===== config.mk =====
export PLATFORM = sky130hd
export DESIGN_NAME = ltf_framer
export DESIGN_NICKNAME = d
export VERILOG_FILES = /design/src/ltf_pkg.sv /design/src/ltf_framer.sv /design/src/ltf_fifo.sv /design/src/ltf_status_tx.sv
export SDC_FILE = /design/constraint.sdc
export NUM_CORES = 1
export LEC_CHECK = 0
export BUFFER_PORTS_ARGS = -buffer_cell sky130_fd_sc_hd__buf_2
export CAP_MARGIN = 25
export CELL_PAD_IN_SITES_DETAIL_PLACEMENT = 0
export CELL_PAD_IN_SITES_GLOBAL_PLACEMENT = 1
export CORE_MARGIN = 5
export CORE_UTILIZATION = 57
export CTS_BUF_LIST = sky130_fd_sc_hd__clkbuf_4 sky130_fd_sc_hd__clkbuf_8
export DETAILED_ROUTE_END_ITERATION = 8
export HOLD_SLACK_MARGIN = 0.1
export PLACE_DENSITY = 0.89
export SYNTH_ARGS = -nofsm -noshare
export SYNTH_HDL_FRONTEND = slang
export SYNTH_SLANG_ARGS = --single-unit

===== constraint.sdc =====
create_clock -name core_clk -period 5.7 [get_ports core_clk]
set_input_delay 0.855 -clock core_clk [delete_from_list [all_inputs] [get_ports core_clk]]
set_output_delay 0.855 -clock core_clk [all_outputs]
set_load 0.1 [all_outputs]

===== src/ltf_pkg.sv =====
// Purpose: shared constants and types for the legacy transmit framer
// Assumes: one byte per handshake on every stream except req, which carries one descriptor
// Notes: body index = frame offset minus the type byte offset
package ltf_pkg;
    localparam int BYTE_W = 8;
    localparam int FIFO_DEPTH = 32;
    localparam logic [7:0] START_DELIM = 8'h7E;
    localparam logic [7:0] TYPE_TX64 = 8'h00;
    localparam logic [7:0] TYPE_TX16 = 8'h01;
    localparam logic [7:0] TYPE_TXSTAT = 8'h89;
    localparam logic [7:0] CKSUM_BASE = 8'hFF;
    localparam logic [7:0] STAT_OK = 8'h00;
    localparam logic [15:0] STAT_LEN = 16'h0003;
    localparam logic [15:0] OFS_TYPE = 16'h0003;
    localparam logic [15:0] OFS_ID = 16'h0004;
    localparam logic [15:0] OFS_DEST = 16'h0005;
    localparam logic [15:0] OFS_OPT64 = 16'h000D;
    localparam logic [15:0] OFS_OPT16 = 16'h0007;
    localparam logic [15:0] OFS_PAY64 = 16'h000E;
    localparam logic [15:0] OFS_PAY16 = 16'h0008;
    localparam logic [15:0] BI_ID = OFS_ID - OFS_TYPE;
    localparam logic [15:0] BI_DEST = OFS_DEST - OFS_TYPE;
    localparam logic [15:0] BI_OPT64 = OFS_OPT64 - OFS_TYPE;
    localparam logic [15:0] BI_OPT16 = OFS_OPT16 - OFS_TYPE;
    localparam logic [15:0] BI_PAY64 = OFS_PAY64 - OFS_TYPE;
    localparam logic [15:0] BI_PAY16 = OFS_PAY16 - OFS_TYPE;
    localparam logic [15:0] ONE16 = 16'h0001;
    localparam logic [63:0] BCAST64 = 64'h000000000000FFFF;
    localparam logic [15:0] BCAST16 = 16'hFFFF;
    localparam int OPT_NO_ACK = 0;
    localparam int OPT_BCAST_PAN = 2;
    localparam logic [2:0] EMIT_LAST = 3'h6;

    typedef struct packed {
        logic long_addr;
        logic [63:0] dest;
        logic [7:0] frame_id;
        logic broadcast;
        logic no_ack;
        logic bcast_pan;
    } ltf_req_t;

    typedef struct packed {
        logic [7:0] data;
        logic last;
    } ltf_byte_t;
endpackage


===== src/ltf_framer.sv =====
// Purpose: parses legacy 64/16-bit transmit requests, answers with status
// Assumes: rx, req, payload, completion and tx streams share core_clk
// Notes: one request in flight; the next frame waits for its completion
// Behaviour
// - Two length bytes after 0x7E count bytes between length and checksum.
// - Type byte 0x00 at offset 3 means request with 64-bit address.
// - Type byte 0x01 means request with 16-bit network address.
// - Identifier at offset 4; zero suppresses status, nonzero requests it.
// - Status frame echoes the request identifier unchanged.
// - Long request: eight address bytes from offset 5, 0xFFFF is broadcast.
// - Short request: two address bytes from offset 5, 0xFFFF broadcast.
// - Options at 13 or 7; bit 0 disables the MAC acknowledgement.
// - Option bit 2 sends with broadcast PAN identifier.
// - Options may be combined; each applies on its own.
// - Payload from offset 14 or 8 up to checksum, passed unchanged.
// - Checksum is 0xFF minus low byte of sum from offset 3.
// - Completion emits a type 0x89 frame carrying the status.
// - Broadcast requests always report status 0x00.
// - Status frame holds identifier at offset 4, status at offset 5.
`timescale 1ns/1ps
module ltf_framer
    import ltf_pkg::*;
(
    input wire logic core_clk,
    input wire logic reset_n,
    input wire logic clk_en,
    input wire logic rx_valid,
    output logic rx_ready,
    input wire logic [7:0] rx_data,
    output ltf_pkg::ltf_req_t req,
    output logic req_valid,
    input wire logic req_ready,
    output logic pay_valid,
    input wire logic pay_ready,
    output ltf_pkg::ltf_byte_t pay_data,
    input wire logic done_valid,
    input wire logic [7:0] done_status,
    output logic tx_valid,
    input wire logic tx_ready,
    output logic [7:0] tx_data,
    output logic frame_drop
);
    import ltf_pkg::*;

    typedef enum logic [2:0] {
        ST_IDLE,
        ST_LEN_HI,
        ST_LEN_LO,
        ST_BODY,
        ST_CKSUM,
        ST_WAIT,
        ST_EMIT
    } ltf_state_t;

    ltf_state_t state_reg, state_next;
    logic [7:0] len_hi_reg;
    logic [15:0] rem_reg;
    logic [15:0] bidx_reg;
    logic [7:0] sum_reg;
    logic type_ok_reg;
    logic long_reg;
    logic [7:0] id_reg;
    logic [63:0] dest_reg;
    logic [7:0] opt_reg;
    logic ovf_reg;
    logic req_valid_reg;
    ltf_req_t req_reg;
    logic drop_reg;

    wire take = clk_en && rx_valid && rx_ready;
    wire in_body = state_reg == ST_BODY;
    wire [15:0] len_word = {len_hi_reg, rx_data};
    wire [15:0] pay_idx = long_reg ? BI_PAY64 : BI_PAY16;
    wire [15:0] opt_idx = long_reg ? BI_OPT64 : BI_OPT16;
    wire [15:0] dest_end = long_reg ? BI_OPT64 : BI_OPT16;
    wire is_type = in_body && bidx_reg == '0;
    wire is_id = in_body && bidx_reg == BI_ID;
    wire is_dest = in_body && type_ok_reg && bidx_reg >= BI_DEST
        && bidx_reg < dest_end;
    wire is_opt = in_body && type_ok_reg && bidx_reg == opt_idx;
    wire is_pay = in_body && type_ok_reg && bidx_reg >= pay_idx;
    wire pay_last = rem_reg == ONE16;
    wire fifo_in_ready;
    wire fifo_push = take && is_pay && !ovf_reg;
    wire [7:0] ck_want = CKSUM_BASE - sum_reg;
    wire ck_ok = rx_data == ck_want;
    wire hdr_ok = type_ok_reg && bidx_reg >= pay_idx && !ovf_reg;
    wire good = take && state_reg == ST_CKSUM && ck_ok && hdr_ok;
    wire bad = take && state_reg == ST_CKSUM && !(ck_ok && hdr_ok);
    wire bcast_hit = long_reg ? dest_reg == BCAST64
        : dest_reg[15:0] == BCAST16;
    wire done_take = clk_en && state_reg == ST_WAIT && done_valid
        && !req_valid_reg;
    wire emit_start = done_take && req_reg.frame_id != '0;
    wire [7:0] emit_status = req_reg.broadcast ? STAT_OK : done_status;
    wire emit_busy;

    // Frame byte intake stalls only while a request is in flight or its status frame is being sent
    assign rx_ready = state_reg != ST_WAIT && state_reg != ST_EMIT;
    assign req = req_reg;
    assign req_valid = req_valid_reg;
    assign frame_drop = drop_reg;

    always_comb begin
        state_next = state_reg;
        case (state_reg)
            ST_IDLE: begin
                if (take && rx_data == START_DELIM) begin
                    state_next = ST_LEN_HI;
                end
            end
            ST_LEN_HI: begin
                if (take) begin
                    state_next = ST_LEN_LO;
                end
            end
            ST_LEN_LO: begin
                if (take) begin
                    state_next = len_word == '0 ? ST_CKSUM : ST_BODY;
                end
            end
            ST_BODY: begin
                if (take && pay_last) begin
                    state_next = ST_CKSUM;
                end
            end
            ST_CKSUM: begin
                if (good) begin
                    state_next = ST_WAIT;
                end else if (bad) begin
                    state_next = ST_IDLE;
                end
            end
            ST_WAIT: begin
                if (emit_start) begin
                    state_next = ST_EMIT;
                end else if (done_take) begin
                    state_next = ST_IDLE;
                end
            end
            ST_EMIT: begin
                if (!emit_busy) begin
                    state_next = ST_IDLE;
                end
            end
            default: state_next = ST_IDLE;
        endcase
    end

    always_ff @(posedge core_clk or negedge reset_n) begin
        if (!reset_n) begin
            state_reg <= ST_IDLE;
        end else if (clk_en) begin
            state_reg <= state_next;
        end
    end

    // Length and position tracking
    always_ff @(posedge core_clk or negedge reset_n) begin
        if (!reset_n) begin
            len_hi_reg <= '0;
            rem_reg <= '0;
            bidx_reg <= '0;
        end else if (take) begin
            if (state_reg == ST_LEN_HI) begin
                len_hi_reg <= rx_data;
            end
            if (state_reg == ST_LEN_LO) begin
                rem_reg <= len_word;
                bidx_reg <= '0;
            end else if (in_body) begin
                rem_reg <= rem_reg - ONE16;
                bidx_reg <= bidx_reg + ONE16;
            end
        end
    end

    // Running sum over type byte through last payload byte
    always_ff @(posedge core_clk or negedge reset_n) begin
        if (!reset_n) begin
            sum_reg <= '0;
        end else if (take) begin
            if (state_reg == ST_LEN_LO) begin
                sum_reg <= '0;
            end else if (in_body) begin
                sum_reg <= sum_reg + rx_data;
            end
        end
    end

    // Header field capture
    always_ff @(posedge core_clk or negedge reset_n) begin
        if (!reset_n) begin
            type_ok_reg <= 1'b0;
            long_reg <= 1'b0;
            id_reg <= '0;
            dest_reg <= '0;
            opt_reg <= '0;
        end else if (take) begin
            if (state_reg == ST_LEN_LO) begin
                type_ok_reg <= 1'b0;
                dest_reg <= '0;
                opt_reg <= '0;
            end
            if (is_type) begin
                type_ok_reg <= rx_data == TYPE_TX64
                    || rx_data == TYPE_TX16;
                long_reg <= rx_data == TYPE_TX64;
            end
            if (is_id) begin
                id_reg <= rx_data;
            end
            if (is_dest) begin
                dest_reg <= {dest_reg[55:0], rx_data};
            end
            if (is_opt) begin
                opt_reg <= rx_data;
            end
        end
    end

    // Payload longer than the buffer cannot be committed, so it is dropped
    always_ff @(posedge core_clk or negedge reset_n) begin
        if (!reset_n) begin
            ovf_reg <= 1'b0;
        end else if (take) begin
            if (state_reg == ST_LEN_LO) begin
                ovf_reg <= 1'b0;
            end else if (is_pay && !fifo_in_ready) begin
                ovf_reg <= 1'b1;
            end
        end
    end

    // Request descriptor, published only after the checksum verifies
    always_ff @(posedge core_clk or negedge reset_n) begin
        if (!reset_n) begin
            req_reg <= '0;
            req_valid_reg <= 1'b0;
            drop_reg <= 1'b0;
        end else if (clk_en) begin
            drop_reg <= bad;
            if (good) begin
                req_valid_reg <= 1'b1;
                req_reg.long_addr <= long_reg;
                req_reg.dest <= dest_reg;
                req_reg.frame_id <= id_reg;
                req_reg.broadcast <= bcast_hit;
                req_reg.no_ack <= opt_reg[OPT_NO_ACK];
                req_reg.bcast_pan <= opt_reg[OPT_BCAST_PAN];
            end else if (req_valid_reg && req_ready) begin
                req_valid_reg <= 1'b0;
            end
        end
    end

    ltf_fifo #(
        .WIDTH($bits(ltf_byte_t)),
        .DEPTH(FIFO_DEPTH)
    ) u_fifo (
        .core_clk(core_clk),
        .reset_n(reset_n),
        .clk_en(clk_en),
        .in_valid(fifo_push),
        .in_ready(fifo_in_ready),
        .in_data({rx_data, pay_last}),
        .commit(good),
        .drop(bad),
        .out_valid(pay_valid),
        .out_ready(pay_ready),
        .out_data(pay_data)
    );

    ltf_status_tx u_status (
        .core_clk(core_clk),
        .reset_n(reset_n),
        .clk_en(clk_en),
        .start(emit_start),
        .frame_id(req_reg.frame_id),
        .status(emit_status),
        .busy(emit_busy),
        .tx_valid(tx_valid),
        .tx_ready(tx_ready),
        .tx_data(tx_data)
    );
endmodule


===== src/ltf_fifo.sv =====
// Purpose: payload buffer with commit and drop of a pending frame
// Assumes: reader sees only bytes that were committed
// Notes: drop rewinds the write pointer to the last commit
`timescale 1ns/1ps
module ltf_fifo #(
    parameter int WIDTH = 9,
    parameter int DEPTH = 32
) (
    input wire logic core_clk,
    input wire logic reset_n,
    input wire logic clk_en,
    input wire logic in_valid,
    output logic in_ready,
    input wire logic [WIDTH-1:0] in_data,
    input wire logic commit,
    input wire logic drop,
    output logic out_valid,
    input wire logic out_ready,
    output logic [WIDTH-1:0] out_data
);
    localparam int AW = $clog2(DEPTH);
    logic [WIDTH-1:0] mem [DEPTH];
    logic [AW:0] wr_reg, cm_reg, rd_reg;
    logic [AW:0] used;
    wire push = clk_en && in_valid && in_ready;
    wire pop = clk_en && out_valid && out_ready;

    assign used = wr_reg - rd_reg;
    assign in_ready = used != (AW+1)'(DEPTH);
    assign out_valid = cm_reg != rd_reg;
    assign out_data = mem[rd_reg[AW-1:0]];

    always_ff @(posedge core_clk) begin
        if (push) begin
            mem[wr_reg[AW-1:0]] <= in_data;
        end
    end

    always_ff @(posedge core_clk or negedge reset_n) begin
        if (!reset_n) begin
            wr_reg <= '0;
            cm_reg <= '0;
            rd_reg <= '0;
        end else if (clk_en) begin
            if (drop) begin
                wr_reg <= cm_reg;
            end else if (push) begin
                wr_reg <= wr_reg + 1'b1;
            end
            if (commit) begin
                cm_reg <= push ? wr_reg + 1'b1 : wr_reg;
            end
            if (pop) begin
                rd_reg <= rd_reg + 1'b1;
            end
        end
    end
endmodule


===== src/ltf_status_tx.sv =====
// Purpose: serialises one seven-byte transmit-status frame
// Assumes: start only while not busy
// Notes: data held in a flop until the host takes it
`timescale 1ns/1ps
module ltf_status_tx
    import ltf_pkg::*;
(
    input wire logic core_clk,
    input wire logic reset_n,
    input wire logic clk_en,
    input wire logic start,
    input wire logic [7:0] frame_id,
    input wire logic [7:0] status,
    output logic busy,
    output logic tx_valid,
    input wire logic tx_ready,
    output logic [7:0] tx_data
);
    logic [2:0] idx_reg;
    logic [7:0] id_reg, st_reg;
    logic [7:0] sum;
    logic [7:0] nxt;

    assign busy = tx_valid;
    assign sum = TYPE_TXSTAT + id_reg + st_reg;
    always_comb begin
        case (idx_reg)
            3'h0: nxt = STAT_LEN[15:8];
            3'h1: nxt = STAT_LEN[7:0];
            3'h2: nxt = TYPE_TXSTAT;
            3'h3: nxt = id_reg;
            3'h4: nxt = st_reg;
            default: nxt = CKSUM_BASE - sum;
        endcase
    end

    always_ff @(posedge core_clk or negedge reset_n) begin
        if (!reset_n) begin
            idx_reg <= '0;
            id_reg <= '0;
            st_reg <= '0;
            tx_valid <= 1'b0;
            tx_data <= '0;
        end else if (clk_en) begin
            if (start) begin
                idx_reg <= '0;
                id_reg <= frame_id;
                st_reg <= status;
                tx_valid <= 1'b1;
                tx_data <= START_DELIM;
            end else if (tx_valid && tx_ready) begin
                tx_valid <= idx_reg != EMIT_LAST;
                idx_reg <= idx_reg + 1'b1;
                tx_data <= nxt;
            end
        end
    end
endmodule


; ---- Word-level counts from Yosys, hierarchy flattened
; Memories as Yosys holds them, arrays and structs flattened.
; Index checks and enable logic that the tools add are counted.
[word_totals]
out_inout_bits = 98
ff_bits = 253
mem_count = 1
wordCells = 178
mem_bits_rw = 288
inputBits = 24
[op_classes]
eq_ne = 30
mux = 42
magnitude_cmp = 3
reduce_logical = 64
n_addsub = 11
[mem_list]
columns = memory, depth, word_bits, rd, rd_ports_with_merged_regs, write_ports, line_no
row1 = u_fifo.mem, 32, 9, 1, 0, 1, ltf_fifo.sv:22  ; logic [WIDTH-1:0] mem [DEPTH];
[op_table]
columns = op, n
row1 = $mux W64, 2
row2 = $eq A64 B16 Y1 const B, 1
row3 = $mux W16, 4
row4 = $mux W3, 14
row5 = $mux W8, 5
row6 = $pmux W8 S5, 1
row7 = $eq A16 B1 Y1 const B, 2
row8 = $logic_and A1 B1 Y1, 32
row9 = $logic_not A16 Y1, 2
row10 = $reduce_and A2 Y1, 13
row11 = $pmux W3 S7, 1
row12 = $add A16 B1 Y16 const B, 1
row13 = $add A8 B8 Y8, 2
row14 = $eq A16 B16 Y1 const B, 1
row15 = $eq A16 B4 Y1, 1
row16 = $ge A16 B2 Y1 const B, 1
row17 = $ge A16 B4 Y1, 1
row18 = $lt A16 B4 Y1, 1
row19 = $sub A16 B1 Y16 const B, 1
row20 = $sub A8 B8 Y8 const A, 2
row21 = $ne A3 B3 Y1 const B, 5
row22 = $reduce_bool A2 Y1, 7
row23 = $add A6 B1 Y6 const B, 2
row24 = $eq A3 B2 Y1 const B, 4
row25 = other kinds (21), 44

; ---- Depth between registers and ports, before layout
[depth]
ltp_word = 10
depth_mapped = 11
depth_no_buf = 10

; ---- Modules after synthesis
; From an unflattened synthesis, not the netlist that was laid out.
[unflattened]
hier_cells = 1675
hier_area_um2 = 23935.5
[by_module_without_submodules]
columns = module, area_per_inst_um2, seq_area_each_um2, n_inst, cells_each
row1 = ltf_fifo, 12543.3, 9098.7, 1, 629
row2 = ltf_framer, 9670.5, 5154.9, 1, 887
row3 = ltf_status_tx, 1721.7, 700.7, 1, 159

; ---- Worst setup path after synthesis
; Ideal clock, no wire load.
[synth_path]
path_kind = register -> register
startpoint = register u_fifo.rd_reg[3]
endpoint = memory u_fifo.mem[3][0] (enable)
slack_ps = 1806
t_required_ps = 5301
setup_time_ps = 399
path_buffers = 3
arrival_time_ps = 3495
period_less_slack_ps = 3894
stages_incl_launch_ff = 12
cell_sequence = dfrtp_1 clkbuf_1 inv_2 buf_1 ha_1 a21o_1 nand2_1 a32oi_1 a31oi_1 buf_2 nand2_1 nor4_1
[synth_via]
elab_chain_cells = 5
[synth_rtl]
columns = item, line_no
row1 = "start, declared", ltf_fifo.sv:23  ; logic [AW:0] wr_reg, cm_reg, rd_reg;
row2 = "start signal, assigned", ltf_fifo.sv:54  ; rd_reg <= rd_reg + 1'b1;
row3 = $sub A6 B6 Y6, ltf_fifo.sv:28  ; assign used = wr_reg - rd_reg;
row4 = $ne A6 B6 Y1, ltf_fifo.sv:29  ; assign in_ready = used != (AW+1)'(DEPTH);
row5 = $logic_and A1 B1 Y1, ltf_fifo.sv:25  ; wire push = clk_en && in_valid && in_ready;
row6 = $mux W1, ltf_fifo.sv:34  ; if (push) begin
row7 = $mux W1 (not written as such), ltf_fifo.sv:35  ; mem[wr_reg[AW-1:0]] <= in_data;
row8 = "end, declared", ltf_fifo.sv:22
; No other way between the ends.

==> qor.yml <==
run_status:
  status: "finished, final reports clean"
routing:
  antenna_left: 0
  drt_iter0_markers: 1351
  wl_per_cell_um: 21.42
  routed_wl_um: 54520
  drc: 0
  viasPerCell: 5.945
  drt-pass1-iter-count: 6
  via_count: 15130
clock_tree:
  clock-sinks: 540
  htree_levels: 3
  cts_tree: "done"
  cts_buffers: 86
  clk_pin_slew_ns: 0.06
  cts_hold_buffers: 0
  post_cts_buffers: 0
  cts_resized: 0
  cts_buffer_depth: 3
  insertion_delay_ns: 0.66
  root_buffer: "clkbuf_8"
pwr:
  p_leak_nw: 11.27
  vdd_ir_drop_max_v: 0.0005964
  p_per_area_mw_per_mm2: 422.4
  seq_power_share_pct: 41.0
  switching_share_pct: 33.52
  internal-power_mw: 7.408
  power_frac_clock_pct: 31.4
  comb_power_share_pct: 27.6
  p_total_mw: 11.14
  p_sw_mw: 3.735
setup_path:
  critPathLaunch: "u_fifo.rd_reg[0]"
  cp_data_arrival_time_ns: 3.60
  crit_type: "flip-flop to output port"
  critPathCaptureType: "output port"
  critPathRequiredTime_ns: 4.85
  r2r-start: "u_fifo.rd_reg[4]"
  cp_max_fo: 39
  ff2ff_path_depth: 8
  rrSetupSlack_ns: 2.00
  start_kind: "flip-flop"
  timing.rr.end: "u_fifo.mem[31][8]"
synth:
  synth_cell_types: 73
  synth_xor_area_share_pct: 1.431
  ys_seq_area_share_pct: 64.30
  synth_compound_area_share_pct: 4.573
  yosys_warnings: 0
  async_reset_ff_share_pct: 46.67
  synth_seq_cells: 540
  synthSimpleGateAreaFrac_pct: 14.45
  muxShareOfSynthArea_pct: 10.24
  synth_ff_type: "edfxtp_1"
  synth-adder-area-share_pct: 2.593
  synth_edf_count: 288
  syn_area_per_cell_sq_um: 12.95
  syn-num-nets: 1867
  syn_inst: 1796
  synth_top_family_by_area: "simple AND/OR/NAND/NOR gates"
  syn-cell-area_sq_mm: 0.02326
floorplanning:
  core-area_sq_mm: 0.04065
  die_x_um: 212
  die_height_um: 212
  ios: 122
  initial_core_util_pct: 57.22
  die_area_sq_mm: 0.04494
  fp-row-count: 74
placed_design:
  dp_cells: 2383
  portBuffers: 121
  place_ws_ns: 1.887
  gp_congestion: 0.8354
  placed_cell_area_sq_mm: 0.02449
  dp_hpwl_um: 34930
hold_path:
  hp-class: "input pin to async pin"
grt:
  grt_first_pass_wirelength_um: 85510
  grt-ovfl-total: 0
  grt_usage_pct: 24.45
  grt_max_degree: 109
  antenna_found_initial: 2
  grt_pass1_vias: 15340
sta:
  setup_ws_ns: 1.243
  setup_viol: 0
  slew_viol_final: 0
  worst_slew_pin_slew_ns: 0.9472
  finalHoldViolCount: 0
  fmax_ghz: 0.2244
  fin_worst_skew_ns: 0.03908
  hold_ws_ns: 0.1692
  fin_crit_sh_pct: 78.20
  relSlewSlack_pct: 36.62
  finalSetupTns_ns: 0
  min_period_ns: 4.457
  rsz0062_at_grt: "no"
layout:
  areaGrowthSynthToFinish_pct: 13.43
  stdcell_count: 2545
  fillers: 3013
  multi_input_area_sq_mm: 0.007805
  largest_reg_flops: 288
  drive_gt1_share_pct: 21.92
  nets: 2013
  seq_area_sq_mm: 0.01496
  fin_util_pct: 64.91
  stdcell_area_sq_mm: 0.02638
run:
  cap_viol_max_count: 0
per-layer routing:
metal  vias to the layer above  share of wire, %  track usage (%)
met1                      7606                41            33.83
met4                         2               2.9            8.463
met2                       615                49            39.74
met3                       100               6.9            4.589
li1                       6806                 -                -
met5                         -             0.026                0
kinds of logic (layout without fill, tap and decap cells):
kind of cell,after synthesis,after routing
adder cells (fa/ha/maj),47,47
flip-flops,540,540
AO/OA/AOI/OAI,156,156
XOR/XNOR,38,38
buffers and inverters,143,359
other,0,1
AND/OR/NAND/NOR,750,750
multiplexers,122,122
power by group through the flow:
stage / combinational (mW) / clock, mW / sequential (mW)
2_1_floorplan: 2.46 / 0 / 4.48
3_5_place_dp: 3.04 / 0 / 4.65
5_1_grt: 3.26 / 3.76 / 4.61
6_report: 3.07 / 3.50 / 4.57
3_3_place_gp: 2.99 / 0 / 4.63
4_1_cts: 3.05 / 3.56 / 4.57
worst max path at each step:
stage                             to
floorplan           u_fifo.mem[3][0]
global placement         pay_data[3]
detailed placement       pay_data[7]
CTS                      pay_data[8]
global route             pay_data[3]
finish                   pay_data[8]
layout by cell type (no fill, tap or decap), drive strengths merged, types with 3 or more instances in the layout:
cell type | Yosys | layout
nand2 | 467 | 467
edfxtp | 288 | 288
dfrtp | 252 | 252
buf | 32 | 154
clkbuf | 65 | 123
mux4 | 90 | 90
nand3 | 83 | 83
o21ai | 52 | 52
inv | 45 | 48
nor2 | 47 | 47
ha | 45 | 45
and3 | 36 | 36
nor4 | 35 | 35
a21oi | 29 | 29
mux2 | 28 | 28
clkinv | 1 | 27
xor2 | 20 | 20
nor3 | 20 | 20
xnor2 | 18 | 18
nand4 | 12 | 12
nand2b | 9 | 9
a21o | 8 | 8
a222oi | 8 | 8
o211ai | 7 | 7
or3 | 7 | 7
nor2b | 6 | 6
a211oi | 6 | 6
nand4b | 5 | 5
and2 | 5 | 5
o31ai | 5 | 5
o22ai | 5 | 5
bufinv | 0 | 5
mux2i | 4 | 4
nand3b | 3 | 3
nor4b | 3 | 3
a32o | 3 | 3
a221o | 3 | 3
o21a | 3 | 3
or4 | 3 | 3
layout make-up:
type / count / area share [%]
Sequential cell: 540 / 56.70
Multi-Input combinational cell: 1113 / 29.58
Clock buffer: 122 / 5.795
Timing Repair Buffer: 155 / 3.519
Tap cell: 532 / 2.523
Clock inverter: 36 / 1.214
Inverter: 46 / 0.6545
Antenna cell: 1 / 0.009485
critical path, stage by stage, from the launching register on:
cell and delay [ns]:
dfrtp_4 0.94, buf_12 0.38, mux4_2 0.59, mux4_2 0.52, nand2_1 0.09, nand2_1 0.07
buf_2 0.29
synth_stat cells (all sizes together), types with 3 or more instances:
cell	instances	area share [%]
a221o	3	0.13
nor3	20	0.43
nor4b	3	0.11
o21a	3	0.097
inv	45	0.73
nor2	47	0.76
a32o	3	0.13
or3	7	0.21
nor2b	6	0.16
nand3b	3	0.097
and3	36	0.97
xor2	20	0.75
nand2	467	7.5
or4	3	0.13
mux2i	4	0.17
nand4	12	0.32
o211ai	7	0.29
edfxtp	288	37
mux2	28	1.4
a211oi	6	0.19
and2	5	0.13
nand2b	9	0.24
mux4	90	8.7
a21oi	29	0.62
nand3	83	1.8
dfrtp	252	27
o31ai	5	0.16
nand4b	5	0.19
clkbuf	65	1.0
o22ai	5	0.13
a222oi	8	0.34
buf	32	0.62
a21o	8	0.26
nor4	35	1.0
o21ai	52	1.1
xnor2	18	0.68
ha	45	2.4
Note: power is estimated with default switching activity, not from simulation.
